===== src/shared/phy_status_pkg.sv =====
// package: register map, field layout and reset values of the summary block
`default_nettype none
package phy_status_pkg;

  localparam int unsigned DATA_W = 32;
  localparam int unsigned ADDR_W = 12;
  localparam int unsigned STATUS_W = 16;
  localparam int unsigned CTRL_W = 4;
  localparam int unsigned EV_W = 4;

  // register indices; the byte address on the bus is four times the index
  localparam logic [7:0] SUMMARY_IDX = 8'h10;
  localparam logic [7:0] EXPANSION_IDX = 8'h06;
  localparam logic [7:0] INT_SOURCE_IDX = 8'h12;
  localparam logic [7:0] BASIC_STATUS_IDX = 8'h01;
  localparam logic [7:0] FALSE_CARRIER_IDX = 8'h14;
  localparam logic [7:0] CONTROL_IDX = 8'h20;
  localparam logic [7:0] EVENT_STATUS_IDX = 8'h21;
  localparam logic [7:0] EVENT_MASK_IDX = 8'h22;

  // summary register bit positions
  localparam int unsigned BIT_FALSE_CARRIER = 11;
  localparam int unsigned BIT_SIGNAL_DETECT = 10;
  localparam int unsigned BIT_DESCR_LOCK = 9;
  localparam int unsigned BIT_PAGE_RX = 8;
  localparam int unsigned BIT_INT_PENDING = 7;
  localparam int unsigned BIT_REMOTE_FAULT = 6;
  localparam int unsigned BIT_JABBER = 5;
  localparam int unsigned BIT_AN_COMPLETE = 4;
  localparam int unsigned BIT_LOOPBACK = 3;
  localparam int unsigned BIT_DUPLEX = 2;
  localparam int unsigned BIT_SPEED = 1;
  localparam int unsigned BIT_LINK = 0;

  // control register fields
  localparam int unsigned CTRL_LOOPBACK = 0;
  localparam int unsigned CTRL_AN_ENABLE = 1;
  localparam int unsigned CTRL_FORCE_FULL = 2;
  localparam int unsigned CTRL_FORCE_10 = 3;
  localparam logic [CTRL_W-1:0] CTRL_RESET = 4'h2;

  // event status / mask fields
  localparam int unsigned EV_LINK = 0;
  localparam int unsigned EV_REMOTE_FAULT = 1;
  localparam int unsigned EV_PAGE_RX = 2;
  localparam int unsigned EV_FALSE_CARRIER = 3;
  localparam logic [EV_W-1:0] EV_MASK_RESET = 4'h0;

  localparam logic [DATA_W-1:0] ZERO_WORD = 32'h0000_0000;

  // byte address of a register index
  function automatic logic [ADDR_W-1:0] byte_addr(input logic [7:0] idx);
    byte_addr = {2'h0, idx, 2'h0};
  endfunction

endpackage
`default_nettype wire


===== src/core/phy_status_summary.sv =====
// module: summary status register bank with apb access and event interrupt
//
// The APB interface to the registers was chosen for this implementation.
`default_nettype none
// Summary of operation
// - false carrier counter register read clears the false carrier latch
// - bit 10 shows signal detect, latched low, follows the live source after reset
// - bit 9 shows descrambler lock, latched low, follows the live source after reset
// - bit 8 page received, set on new page, cleared by expansion read
// - bit 7 interrupt pending, cleared by interrupt source register read
// - bit 6 remote fault, cleared by basic status read or reset
// - bit 5 mirrors jabber detect; summary reads leave it alone
// - bit 4 is one once auto-negotiation has completed
// - bit 3 is one while loopback is enabled
// - bit 2 duplex, one full, valid with link and settled negotiation
// - bit 1 speed, one for ten, same validity as duplex
// - bit 0 mirrors link valid; summary reads leave it alone
module phy_status_summary (
  input wire logic clk,
  input wire logic reset,
  // apb slave
  input wire logic [phy_status_pkg::ADDR_W-1:0] paddr,
  input wire logic psel,
  input wire logic penable,
  input wire logic pwrite,
  input wire logic [phy_status_pkg::DATA_W-1:0] pwdata,
  input wire logic [3:0] pstrb,
  output logic [phy_status_pkg::DATA_W-1:0] prdata,
  output logic pready,
  output logic pslverr,
  // status sources from the transceiver core, same clock
  input wire logic signal_detect,
  input wire logic descrambler_lock,
  input wire logic false_carrier_event,
  input wire logic page_received_event,
  input wire logic internal_int_event,
  input wire logic remote_fault_event,
  input wire logic jabber_detect,
  input wire logic autoneg_complete,
  input wire logic link_valid,
  input wire logic autoneg_full_duplex,
  input wire logic autoneg_speed_10,
  // configuration seen by the transceiver core
  output logic loopback_enable,
  output logic autoneg_enable,
  // level interrupt
  output logic irq
);

  localparam int unsigned STATUS_W = phy_status_pkg::STATUS_W;
  localparam int unsigned CTRL_W = phy_status_pkg::CTRL_W;
  localparam int unsigned EV_W = phy_status_pkg::EV_W;
  localparam int unsigned DATA_W = phy_status_pkg::DATA_W;

  typedef struct packed {
    logic [DATA_W-1:0] rdata;
    logic slverr;
    logic [CTRL_W-1:0] control;
    logic [EV_W-1:0] ev_status;
    logic [EV_W-1:0] ev_mask;
    logic false_carrier;
    logic page_received;
    logic int_pending;
    logic remote_fault;
    logic link_prev;
    logic [STATUS_W-1:0] snapshot;
  } state_s;

  state_s state;
  state_s next_state;

  logic signal_detect_ll;
  logic descr_lock_ll;
  logic [STATUS_W-1:0] summary;
  logic setup;
  logic access;
  logic rd_done;
  logic wr_done;
  logic summary_read;
  logic link_ok;
  logic settled;

  ////////////////////////////////////////////////////////////////////////////
  // helpers

  // address match on a register index
  function automatic logic hit(
    input logic [phy_status_pkg::ADDR_W-1:0] addr,
    input logic [7:0] idx
  );
    hit = (addr == phy_status_pkg::byte_addr(idx));
  endfunction

  // sticky flag: a set in the clear cycle wins over the clear
  function automatic logic sticky(
    input logic cur,
    input logic set,
    input logic clr
  );
    sticky = set | (cur & ~clr);
  endfunction

  // true for any mapped register index
  function automatic logic mapped(
    input logic [phy_status_pkg::ADDR_W-1:0] addr
  );
    mapped = hit(addr, phy_status_pkg::SUMMARY_IDX)
           | hit(addr, phy_status_pkg::EXPANSION_IDX)
           | hit(addr, phy_status_pkg::INT_SOURCE_IDX)
           | hit(addr, phy_status_pkg::BASIC_STATUS_IDX)
           | hit(addr, phy_status_pkg::FALSE_CARRIER_IDX)
           | hit(addr, phy_status_pkg::CONTROL_IDX)
           | hit(addr, phy_status_pkg::EVENT_STATUS_IDX)
           | hit(addr, phy_status_pkg::EVENT_MASK_IDX);
  endfunction

  ////////////////////////////////////////////////////////////////////////////
  // apb phase decode; the slave never inserts wait states
  assign setup = psel & ~penable;
  assign access = psel & penable;
  assign rd_done = access & ~pwrite;
  assign wr_done = access & pwrite;
  assign summary_read = rd_done & hit(paddr, phy_status_pkg::SUMMARY_IDX);

  ////////////////////////////////////////////////////////////////////////////
  // latched-low bits, re-armed by a completed summary read
  latch_low_bit u_signal_detect (
    .clk(clk),
    .reset(reset),
    .source(signal_detect),
    .rearm(summary_read),
    .value(signal_detect_ll)
  );

  latch_low_bit u_descr_lock (
    .clk(clk),
    .reset(reset),
    .source(descrambler_lock),
    .rearm(summary_read),
    .value(descr_lock_ll)
  );

  ////////////////////////////////////////////////////////////////////////////
  // duplex and speed only mean something with a link and with negotiation
  // either switched off or finished; otherwise both read as zero
  assign link_ok = link_valid;
  assign settled = link_ok & (~state.control[phy_status_pkg::CTRL_AN_ENABLE]
                              | autoneg_complete);

  ////////////////////////////////////////////////////////////////////////////
  // summary word assembly; bits above the window read as zero
  always_comb begin
    summary = '0;
    summary[phy_status_pkg::BIT_FALSE_CARRIER] = state.false_carrier;
    summary[phy_status_pkg::BIT_SIGNAL_DETECT] =
      signal_detect_ll;
    summary[phy_status_pkg::BIT_DESCR_LOCK] = descr_lock_ll;
    summary[phy_status_pkg::BIT_PAGE_RX] = state.page_received;
    summary[phy_status_pkg::BIT_INT_PENDING] =
      state.int_pending;
    summary[phy_status_pkg::BIT_REMOTE_FAULT] =
      state.remote_fault;
    summary[phy_status_pkg::BIT_JABBER] = jabber_detect;
    summary[phy_status_pkg::BIT_AN_COMPLETE] = autoneg_complete;
    summary[phy_status_pkg::BIT_LOOPBACK] =
      state.control[phy_status_pkg::CTRL_LOOPBACK];
    if (settled) begin
      if (state.control[phy_status_pkg::CTRL_AN_ENABLE]) begin
        summary[phy_status_pkg::BIT_DUPLEX] =
          autoneg_full_duplex;
        summary[phy_status_pkg::BIT_SPEED] = autoneg_speed_10;
      end else begin
        summary[phy_status_pkg::BIT_DUPLEX] =
          state.control[phy_status_pkg::CTRL_FORCE_FULL];
        summary[phy_status_pkg::BIT_SPEED] =
          state.control[phy_status_pkg::CTRL_FORCE_10];
      end
    end
    summary[phy_status_pkg::BIT_LINK] = link_ok;
  end

  ////////////////////////////////////////////////////////////////////////////
  // next state: read data capture, clear-on-read, writes and event latches
  always_comb begin
    logic clr_fc;
    logic clr_page;
    logic clr_int;
    logic clr_rf;
    logic [EV_W-1:0] ev_set;
    logic [EV_W-1:0] ev_clr;
    clr_fc = 1'b0;
    clr_page = 1'b0;
    clr_int = 1'b0;
    clr_rf = 1'b0;
    ev_set = '0;
    ev_clr = '0;
    next_state = state;
    next_state.link_prev = link_valid;

    // read data is taken in the setup cycle and held through the access
    // cycle; the summary snapshot tells the clears what software has seen
    if (setup) begin
      next_state.rdata = phy_status_pkg::ZERO_WORD;
      next_state.slverr = ~mapped(paddr);
      next_state.snapshot = summary;
      if (!pwrite) begin
        if (hit(paddr, phy_status_pkg::SUMMARY_IDX)) begin
          next_state.rdata[STATUS_W-1:0] = summary;
        end else if (hit(paddr, phy_status_pkg::CONTROL_IDX)) begin
          next_state.rdata[CTRL_W-1:0] = state.control;
        end else if (hit(paddr, phy_status_pkg::EVENT_STATUS_IDX)) begin
          next_state.rdata[EV_W-1:0] = state.ev_status;
        end else if (hit(paddr, phy_status_pkg::EVENT_MASK_IDX)) begin
          next_state.rdata[EV_W-1:0] = state.ev_mask;
        end
      end
    end

    // reads of the source registers clear the mirrored flags; only a flag
    // value that existed at setup time is cleared, so an event landing in
    // the access cycle survives
    if (rd_done) begin
      clr_fc = hit(paddr, phy_status_pkg::FALSE_CARRIER_IDX)
             & state.snapshot[phy_status_pkg::BIT_FALSE_CARRIER];
      clr_page = hit(paddr, phy_status_pkg::EXPANSION_IDX)
               & state.snapshot[phy_status_pkg::BIT_PAGE_RX];
      clr_int = hit(paddr, phy_status_pkg::INT_SOURCE_IDX)
              & state.snapshot[phy_status_pkg::BIT_INT_PENDING];
      clr_rf = hit(paddr, phy_status_pkg::BASIC_STATUS_IDX)
             & state.snapshot[phy_status_pkg::BIT_REMOTE_FAULT];
    end

    next_state.false_carrier =
      sticky(state.false_carrier, false_carrier_event, clr_fc);
    next_state.page_received =
      sticky(state.page_received, page_received_event, clr_page);
    next_state.int_pending =
      sticky(state.int_pending, internal_int_event, clr_int);
    next_state.remote_fault =
      sticky(state.remote_fault, remote_fault_event, clr_rf);

    // writes: only lane 0 carries register bits; the summary and source
    // addresses accept the write and change nothing
    if (wr_done && pstrb[0]) begin
      if (hit(paddr, phy_status_pkg::CONTROL_IDX)) begin
        next_state.control = pwdata[CTRL_W-1:0];
      end else if (hit(paddr, phy_status_pkg::EVENT_STATUS_IDX)) begin
        ev_clr = pwdata[EV_W-1:0];
      end else if (hit(paddr, phy_status_pkg::EVENT_MASK_IDX)) begin
        next_state.ev_mask = pwdata[EV_W-1:0];
      end
    end

    // interrupt events; write-one-to-clear loses to a same-cycle event
    ev_set[phy_status_pkg::EV_LINK] = link_valid ^ state.link_prev;
    ev_set[phy_status_pkg::EV_REMOTE_FAULT] = remote_fault_event;
    ev_set[phy_status_pkg::EV_PAGE_RX] = page_received_event;
    ev_set[phy_status_pkg::EV_FALSE_CARRIER] = false_carrier_event;
    next_state.ev_status = ev_set | (state.ev_status & ~ev_clr);
  end

  ////////////////////////////////////////////////////////////////////////////
  // state register; every flag starts at zero except the autoneg enable bit of control
  always_ff @(posedge clk) begin
    if (reset) begin
      state <= '0;
      state.control <= phy_status_pkg::CTRL_RESET;
      state.ev_mask <= phy_status_pkg::EV_MASK_RESET;
    end else begin
      state <= next_state;
    end
  end

  ////////////////////////////////////////////////////////////////////////////
  // outputs; read data comes straight from a flop so it cannot glitch, and
  // the error flag is gated by the access phase so an idle bus never shows
  // a stale refusal
  assign prdata = state.rdata;
  assign pslverr = state.slverr & access;
  assign pready = access; // zero wait states
  assign loopback_enable = state.control[phy_status_pkg::CTRL_LOOPBACK];
  assign autoneg_enable = state.control[phy_status_pkg::CTRL_AN_ENABLE];
  assign irq = |(state.ev_status & state.ev_mask);

endmodule
`default_nettype wire


===== src/core/latch_low_bit.sv =====
// module: one read-only latch-low status bit with read re-arm
`default_nettype none
module latch_low_bit (
  input wire logic clk,
  input wire logic reset,
  input wire logic source,
  input wire logic rearm,
  output logic value
);

  typedef struct packed {
    logic prev;
    logic low_seen;
  } state_s;

  state_s state;
  state_s next_state;

  ////////////////////////////////////////////////////////////////////////////
  // a fall of the source is held until the summary register is read; a fall
  // in the same cycle as the read wins so the drop is never lost
  always_comb begin
    next_state = state;
    next_state.prev = source;
    if (rearm) begin
      next_state.low_seen = 1'b0;
    end
    if (state.prev && !source) begin
      next_state.low_seen = 1'b1;
    end
  end

  always_ff @(posedge clk) begin
    if (reset) begin
      state <= '0;
    end else begin
      state <= next_state;
    end
  end

  ////////////////////////////////////////////////////////////////////////////
  // live source, forced low while a drop is latched
  assign value = source & ~state.low_seen;

endmodule
`default_nettype wire


===== config.mk =====
export PLATFORM = sky130hd
export DESIGN_NAME = phy_status_summary
export DESIGN_NICKNAME = d
export VERILOG_FILES = /design/src/shared/phy_status_pkg.sv /design/src/core/phy_status_summary.sv /design/src/core/latch_low_bit.sv
export SDC_FILE = /design/constraint.sdc
export NUM_CORES = 1
export LEC_CHECK = 0
export BUFFER_PORTS_ARGS = -buffer_cell sky130_fd_sc_hd__buf_2
export CELL_PAD_IN_SITES_DETAIL_PLACEMENT = 0
export CELL_PAD_IN_SITES_GLOBAL_PLACEMENT = 1
export CORE_MARGIN = 2
export CORE_UTILIZATION = 35
export DETAILED_ROUTE_END_ITERATION = 8
export GPL_TIMING_DRIVEN = 0
export PLACE_DENSITY = 0.95
export SYNTH_ARGS = -nofsm -noshare
export SYNTH_HDL_FRONTEND = slang
export SYNTH_SLANG_ARGS = --single-unit

===== constraint.sdc =====
create_clock -name clk -period 2.4 [get_ports clk]
set_input_delay 0.36 -clock clk [delete_from_list [all_inputs] [get_ports clk]]
set_output_delay 0.36 -clock clk [all_outputs]
set_load 0.05 [all_outputs]

# Word level (Yosys, flattened, before mapping)
# Cells that the tools add are included.
# totals
reg_bits	50
inputBits	64
output_inout_bits	37
elab_cells	97
# classes
eq_ne	8
muxes	18
bitwise_logic	46
reduce_logical	10
# op_table
op	count
== test 12 x 7 -> 1 bit, second input constant	3
== test 12 x 8 -> 1 bit, second input constant	3
two-way mux 4 bit	7
AND 1 bit	17
== test 12 x 3 -> 1 bit, second input constant	1
== test 12 x 5 -> 1 bit, second input constant	1
two-way mux 12 bit	1
NOT 1 bit	12
bitwise OR 1 bit	12
AND 4 bit	2
two-way mux 8 bit	1
two-way mux 1 bit	7
two-way mux 2 bit	2
NOT 4 bit	1
bitwise OR 4 bit	1
AND reduction 4 bit	1
nonzero test 2 bit	2
OR reduction 4 bit	1
logical AND 1 bit	3
logical NOT 1 bit	2
AND reduction 2 bit	1
bitwise XOR 1 bit	1

# Depth between registers and ports, before layout
# logic_depth
depth_word	9
depth_mapped	6
ltp_nobuf	4

# Cells and area by module
# Synthesis repeated with hierarchy kept, for this count alone.
# hier_totals
cells_unflattened	243
hier_area_um2	2055.7
# modules_own_cells
module	n_inst	cells_each	area_each_um2	seq_area_each_um2
phy_status_summary	1	229	1908.1	680.7
latch_low_bit	2	7	73.8	40.0

# Worst setup path before layout
# No wires, ideal clock.
# synth_timing
kind	input-to-reg
startpoint	in paddr[9] (netlist bit)
endpoint	reg state, in the netlist prdata[10]
setup_time_ns	0.061
t_arrival_ns	1.431
required_ns	2.339
path_slack_ns	0.908
stages	5
path_buffers	1
cell_sequence	nor4_4 > and4_2 > and2_4 > buf_6 > a32o_1
# synth_between
elab_chain_len	3
# synth_lines
item	line_no	source
start, declared	phy_status_summary.sv:22	input wire logic [phy_status_pkg::ADDR_W-1:0] paddr,
== test 12 x 7 -> 1 bit	phy_status_summary.sv:91	hit = (addr == phy_status_pkg::byte_addr(idx));
two-way mux 8 bit	phy_status_summary.sv:207	if (hit(paddr, phy_status_pkg::SUMMARY_IDX)) begin
two-way mux 12 bit	phy_status_summary.sv:206	if (!pwrite) begin
end signal, assigned	phy_status_summary.sv:270	state <= next_state;
end, declared	phy_status_summary.sv:69	state_s state;
# No other way between the ends.
# A chain may end at the register's enable or synchronous reset.

# Worst setup path in the final report
# layout_timing
startpoint	in paddr[4] (netlist bit)
endpoint	reg state, in the netlist loopback_enable
# layout_between
elab_chain_len	2
# layout_lines
item	line_no
== test 12 x 8 -> 1 bit	phy_status_summary.sv:91
AND reduction 2 bit (no source line)	--
# No other way between the ends.

==> flow_metrics.env <==
export IMPL_outcome="finished clean"
export IMPL_dpl_hpwl_mm=3.678
export IMPL_cts_hold_fix_buffers=0
export IMPL_grt_pass1_vias=1671
export IMPL_max_slew_margin_pct=63.76
export IMPL_cts_buffer_depth=2
export IMPL_drc=0
export IMPL_power_internal_w=0.001033
export IMPL_crit_required_ns=2.62
export IMPL_tightest_slew_ns=0.5436
export IMPL_die_area_um2=6374
export IMPL_maxCapViolCount=0
export IMPL_p_sw_share_pct=28.01
export IMPL_startpoint_type="input port"
export IMPL_fin_ws_ns=0.7071
export IMPL_insertion_delay_ns=0.30
export IMPL_synth_enable_flop_cells=0
export IMPL_arrival_ns=1.91
export IMPL_synth_common_cells="dfxtp_1, buf_4"
export IMPL_clockRootBuffer="clkbuf_8"
export IMPL_core_rowCount=27
export IMPL_cts_resized=0
export IMPL_via_per_inst=4.741
export IMPL_drtIter0Drc=79
export IMPL_numPortBuffers=48
export IMPL_clock_skew_ns=0.006578
export IMPL_drt_first_pass_iters=4
export IMPL_irDropWorstVdd_mv=0.2734
export IMPL_place_ws_ns=0.4325
export IMPL_antenna_found_initial=0
export IMPL_grt_pass1_wl_mm=7.769
export IMPL_fin_crit_sh_pct=70.54
export IMPL_synth_seq_cells=38
export IMPL_min_period_ns=1.693
export IMPL_cts_sinks=38
export IMPL_synth_area_leader_cell="dfxtp_1"
export IMPL_gr_total_overflow=0
export IMPL_clk_pin_slew_ns=0.07
export IMPL_final_max_slew_violation_count=0
export IMPL_grt_use_total_pct=15.80
export IMPL_coreArea_um2=5540
export IMPL_area_growth_pct=25.61
export IMPL_worstPathMaxFanout=7
export IMPL_post_route_cells_drive_above_1_share_pct=34.58
export IMPL_syn_inst=220
export IMPL_synth_top_cell_area_share_pct=37.79
export IMPL_initial_core_util_pct=36.34
export IMPL_p_switching_w=0.0004020
export IMPL_diodes=0
export IMPL_seq_area_frac_synth_pct=37.79
export IMPL_ys_types=45
export IMPL_numCtsBuffers=5
export IMPL_ys_warn_count=0
export IMPL_yosys_top_cells_area="dfxtp_1, buf_4, mux2i_1"
export IMPL_die_y_um=79.84
export IMPL_postRouteAntennaNets=0
export IMPL_wl_per_cell_um=12.81
export IMPL_cts_tree="done"
export IMPL_htree_levels=2
export IMPL_fillers=564
export IMPL_hold_violations=0
export IMPL_p_comb_share_pct=15.9
export IMPL_hp_class="input port to flop"
export IMPL_vias=1740
export IMPL_grt_max_degree=14
export IMPL_syn_cell_area_um2=2013
export IMPL_crit_type="input port to flop"
export IMPL_post_cts_setup_buffers=0
export IMPL_globalplace_congestion=0.7884
export IMPL_utilization_pct=45.64
export IMPL_drt_total_wl_mm=4.700
export IMPL_p_per_area_nw_per_um2=567.6
export IMPL_syn_area_per_cell_um2=9.151
export IMPL_power_share_clock_pct=38.1
export IMPL_holdWs_ns=0.2790
export IMPL_finalSetupViolations=0
export IMPL_leakagePower_nw=1.184
export IMPL_synth_async_reset_ratio_pct=0
export IMPL_p_seq_share_pct=46.0
export IMPL_fp_dieW_um=79.84
export IMPL_grt_setup_unrepaired="no"
export IMPL_synth_main_ff_cell="dfxtp_1"
export IMPL_max_freq_mhz=590.7
export IMPL_endpoint_kind="flop"
export IMPL_num_nets_final=358
export IMPL_yosysMostFrequentCell="dfxtp_1"
export IMPL_ioPinCount=101
export IMPL_setup_tns_final_ns=0
[worst max-delay path: stages]
cell,delay (ns)
buf_2,0.16
nor4b_4,0.50
nand4_2,0.30
nor3_4,0.34
mux2i_1,0.25
[worst paths after layout]
kind / from / end / slack [ns] / depth (start not counted)
max: paddr[4] / loopback_enable / 0.71 / 5
min: jabber_detect / prdata[5] / 0.28 / 2
max reg2reg: state[28] / prdata[3] / 1.27 / 4
min reg2reg: u_descr_lock.state[1] / u_descr_lock.state[0] / 0.46 / 2
[power groups by stage]
stage / Sequential [W] / Combinational, W / Clock (W)
2_1_floorplan: 0.000671 / 0.000166 / 0
3_3_place_gp: 0.000674 / 0.000224 / 0
3_5_place_dp: 0.000675 / 0.000226 / 0
4_1_cts: 0.000660 / 0.000227 / 0.000555
5_1_grt: 0.000663 / 0.000247 / 0.000581
6_report: 0.000660 / 0.000228 / 0.000547
[per-stage QoR]
| stage | area [um^2] | std cells | power, W |
|---|---|---|---|
| 5_1_grt | 2529 | 367 | 0.001491 |
| 3_5_place_dp | 2415 | 359 | 0.0009008 |
| 2_1_floorplan | 2085 | 239 | 0.0008370 |
| 3_3_place_gp | 2415 | 359 | 0.0008977 |
| 6_report | 2529 | 367 | 0.001435 |
| 4_1_cts | 2529 | 367 | 0.001442 |
[layout make-up]
class | count | area, um^2 | share of cell area (%)
multi-input combinational | 153 | 1012 | 40.03
clock buffer | 5 | 68.82 | 2.721
clock inverter | 3 | 45.04 | 1.781
timing repair buffer | 48 | 240.2 | 9.500
tap | 72 | 90.09 | 3.563
buffer | 40 | 281.5 | 11.13
inverter | 8 | 30.03 | 1.188
sequential | 38 | 760.7 | 30.08
[cell usage in the layout (no fill, tap or decap), drive strengths merged, types with 3 or more instances in the layout]
master	instances
buf	84
dfxtp	38
conb	20
nand2	13
nor2	13
a21oi	13
mux2i	13
nand2b	12
clkbuf	9
a22o	8
inv	8
o21ai	7
nor2b	6
nor3	5
o2bb2ai	4
nand3	3
o31ai	3
a32oi	3
and2	3
and4	3
nor4b	3
[state kept, by name, indices dropped and copies added, names as in the netlist]
| register | cells |
|---|---|
| state | 20 |
| prdata | 12 |
| u_descr_lock.state | 2 |
| u_signal_detect.state | 2 |
| autoneg_enable | 1 |
| loopback_enable | 1 |
[cells by family after synthesis]
kind of cell / after synthesis / share of synthesized area (%)
other: 1 / 0.1863
buffers and inverters: 48 / 15.48
muxes: 13 / 6.463
and+or+nand+nor: 70 / 22.19
DFF: 38 / 37.79
xor gates and xnor gates: 2 / 0.8703
AOI/OAI and AO/OA: 48 / 17.03
[per-layer routing]
metal / part of all wire, % / track usage (%) / vias to the layer above / routed length [um]
met5: 0 / 0 / - / 0
met4: 1.7 / 6.102 / 0 / 80
met3: 7.7 / 3.959 / 8 / 360
met2: 46 / 25.80 / 85 / 2152
met1: 45 / 19.96 / 770 / 2107
li1: - / - / 877 / -
Note: power is estimated with default switching activity, not from simulation.
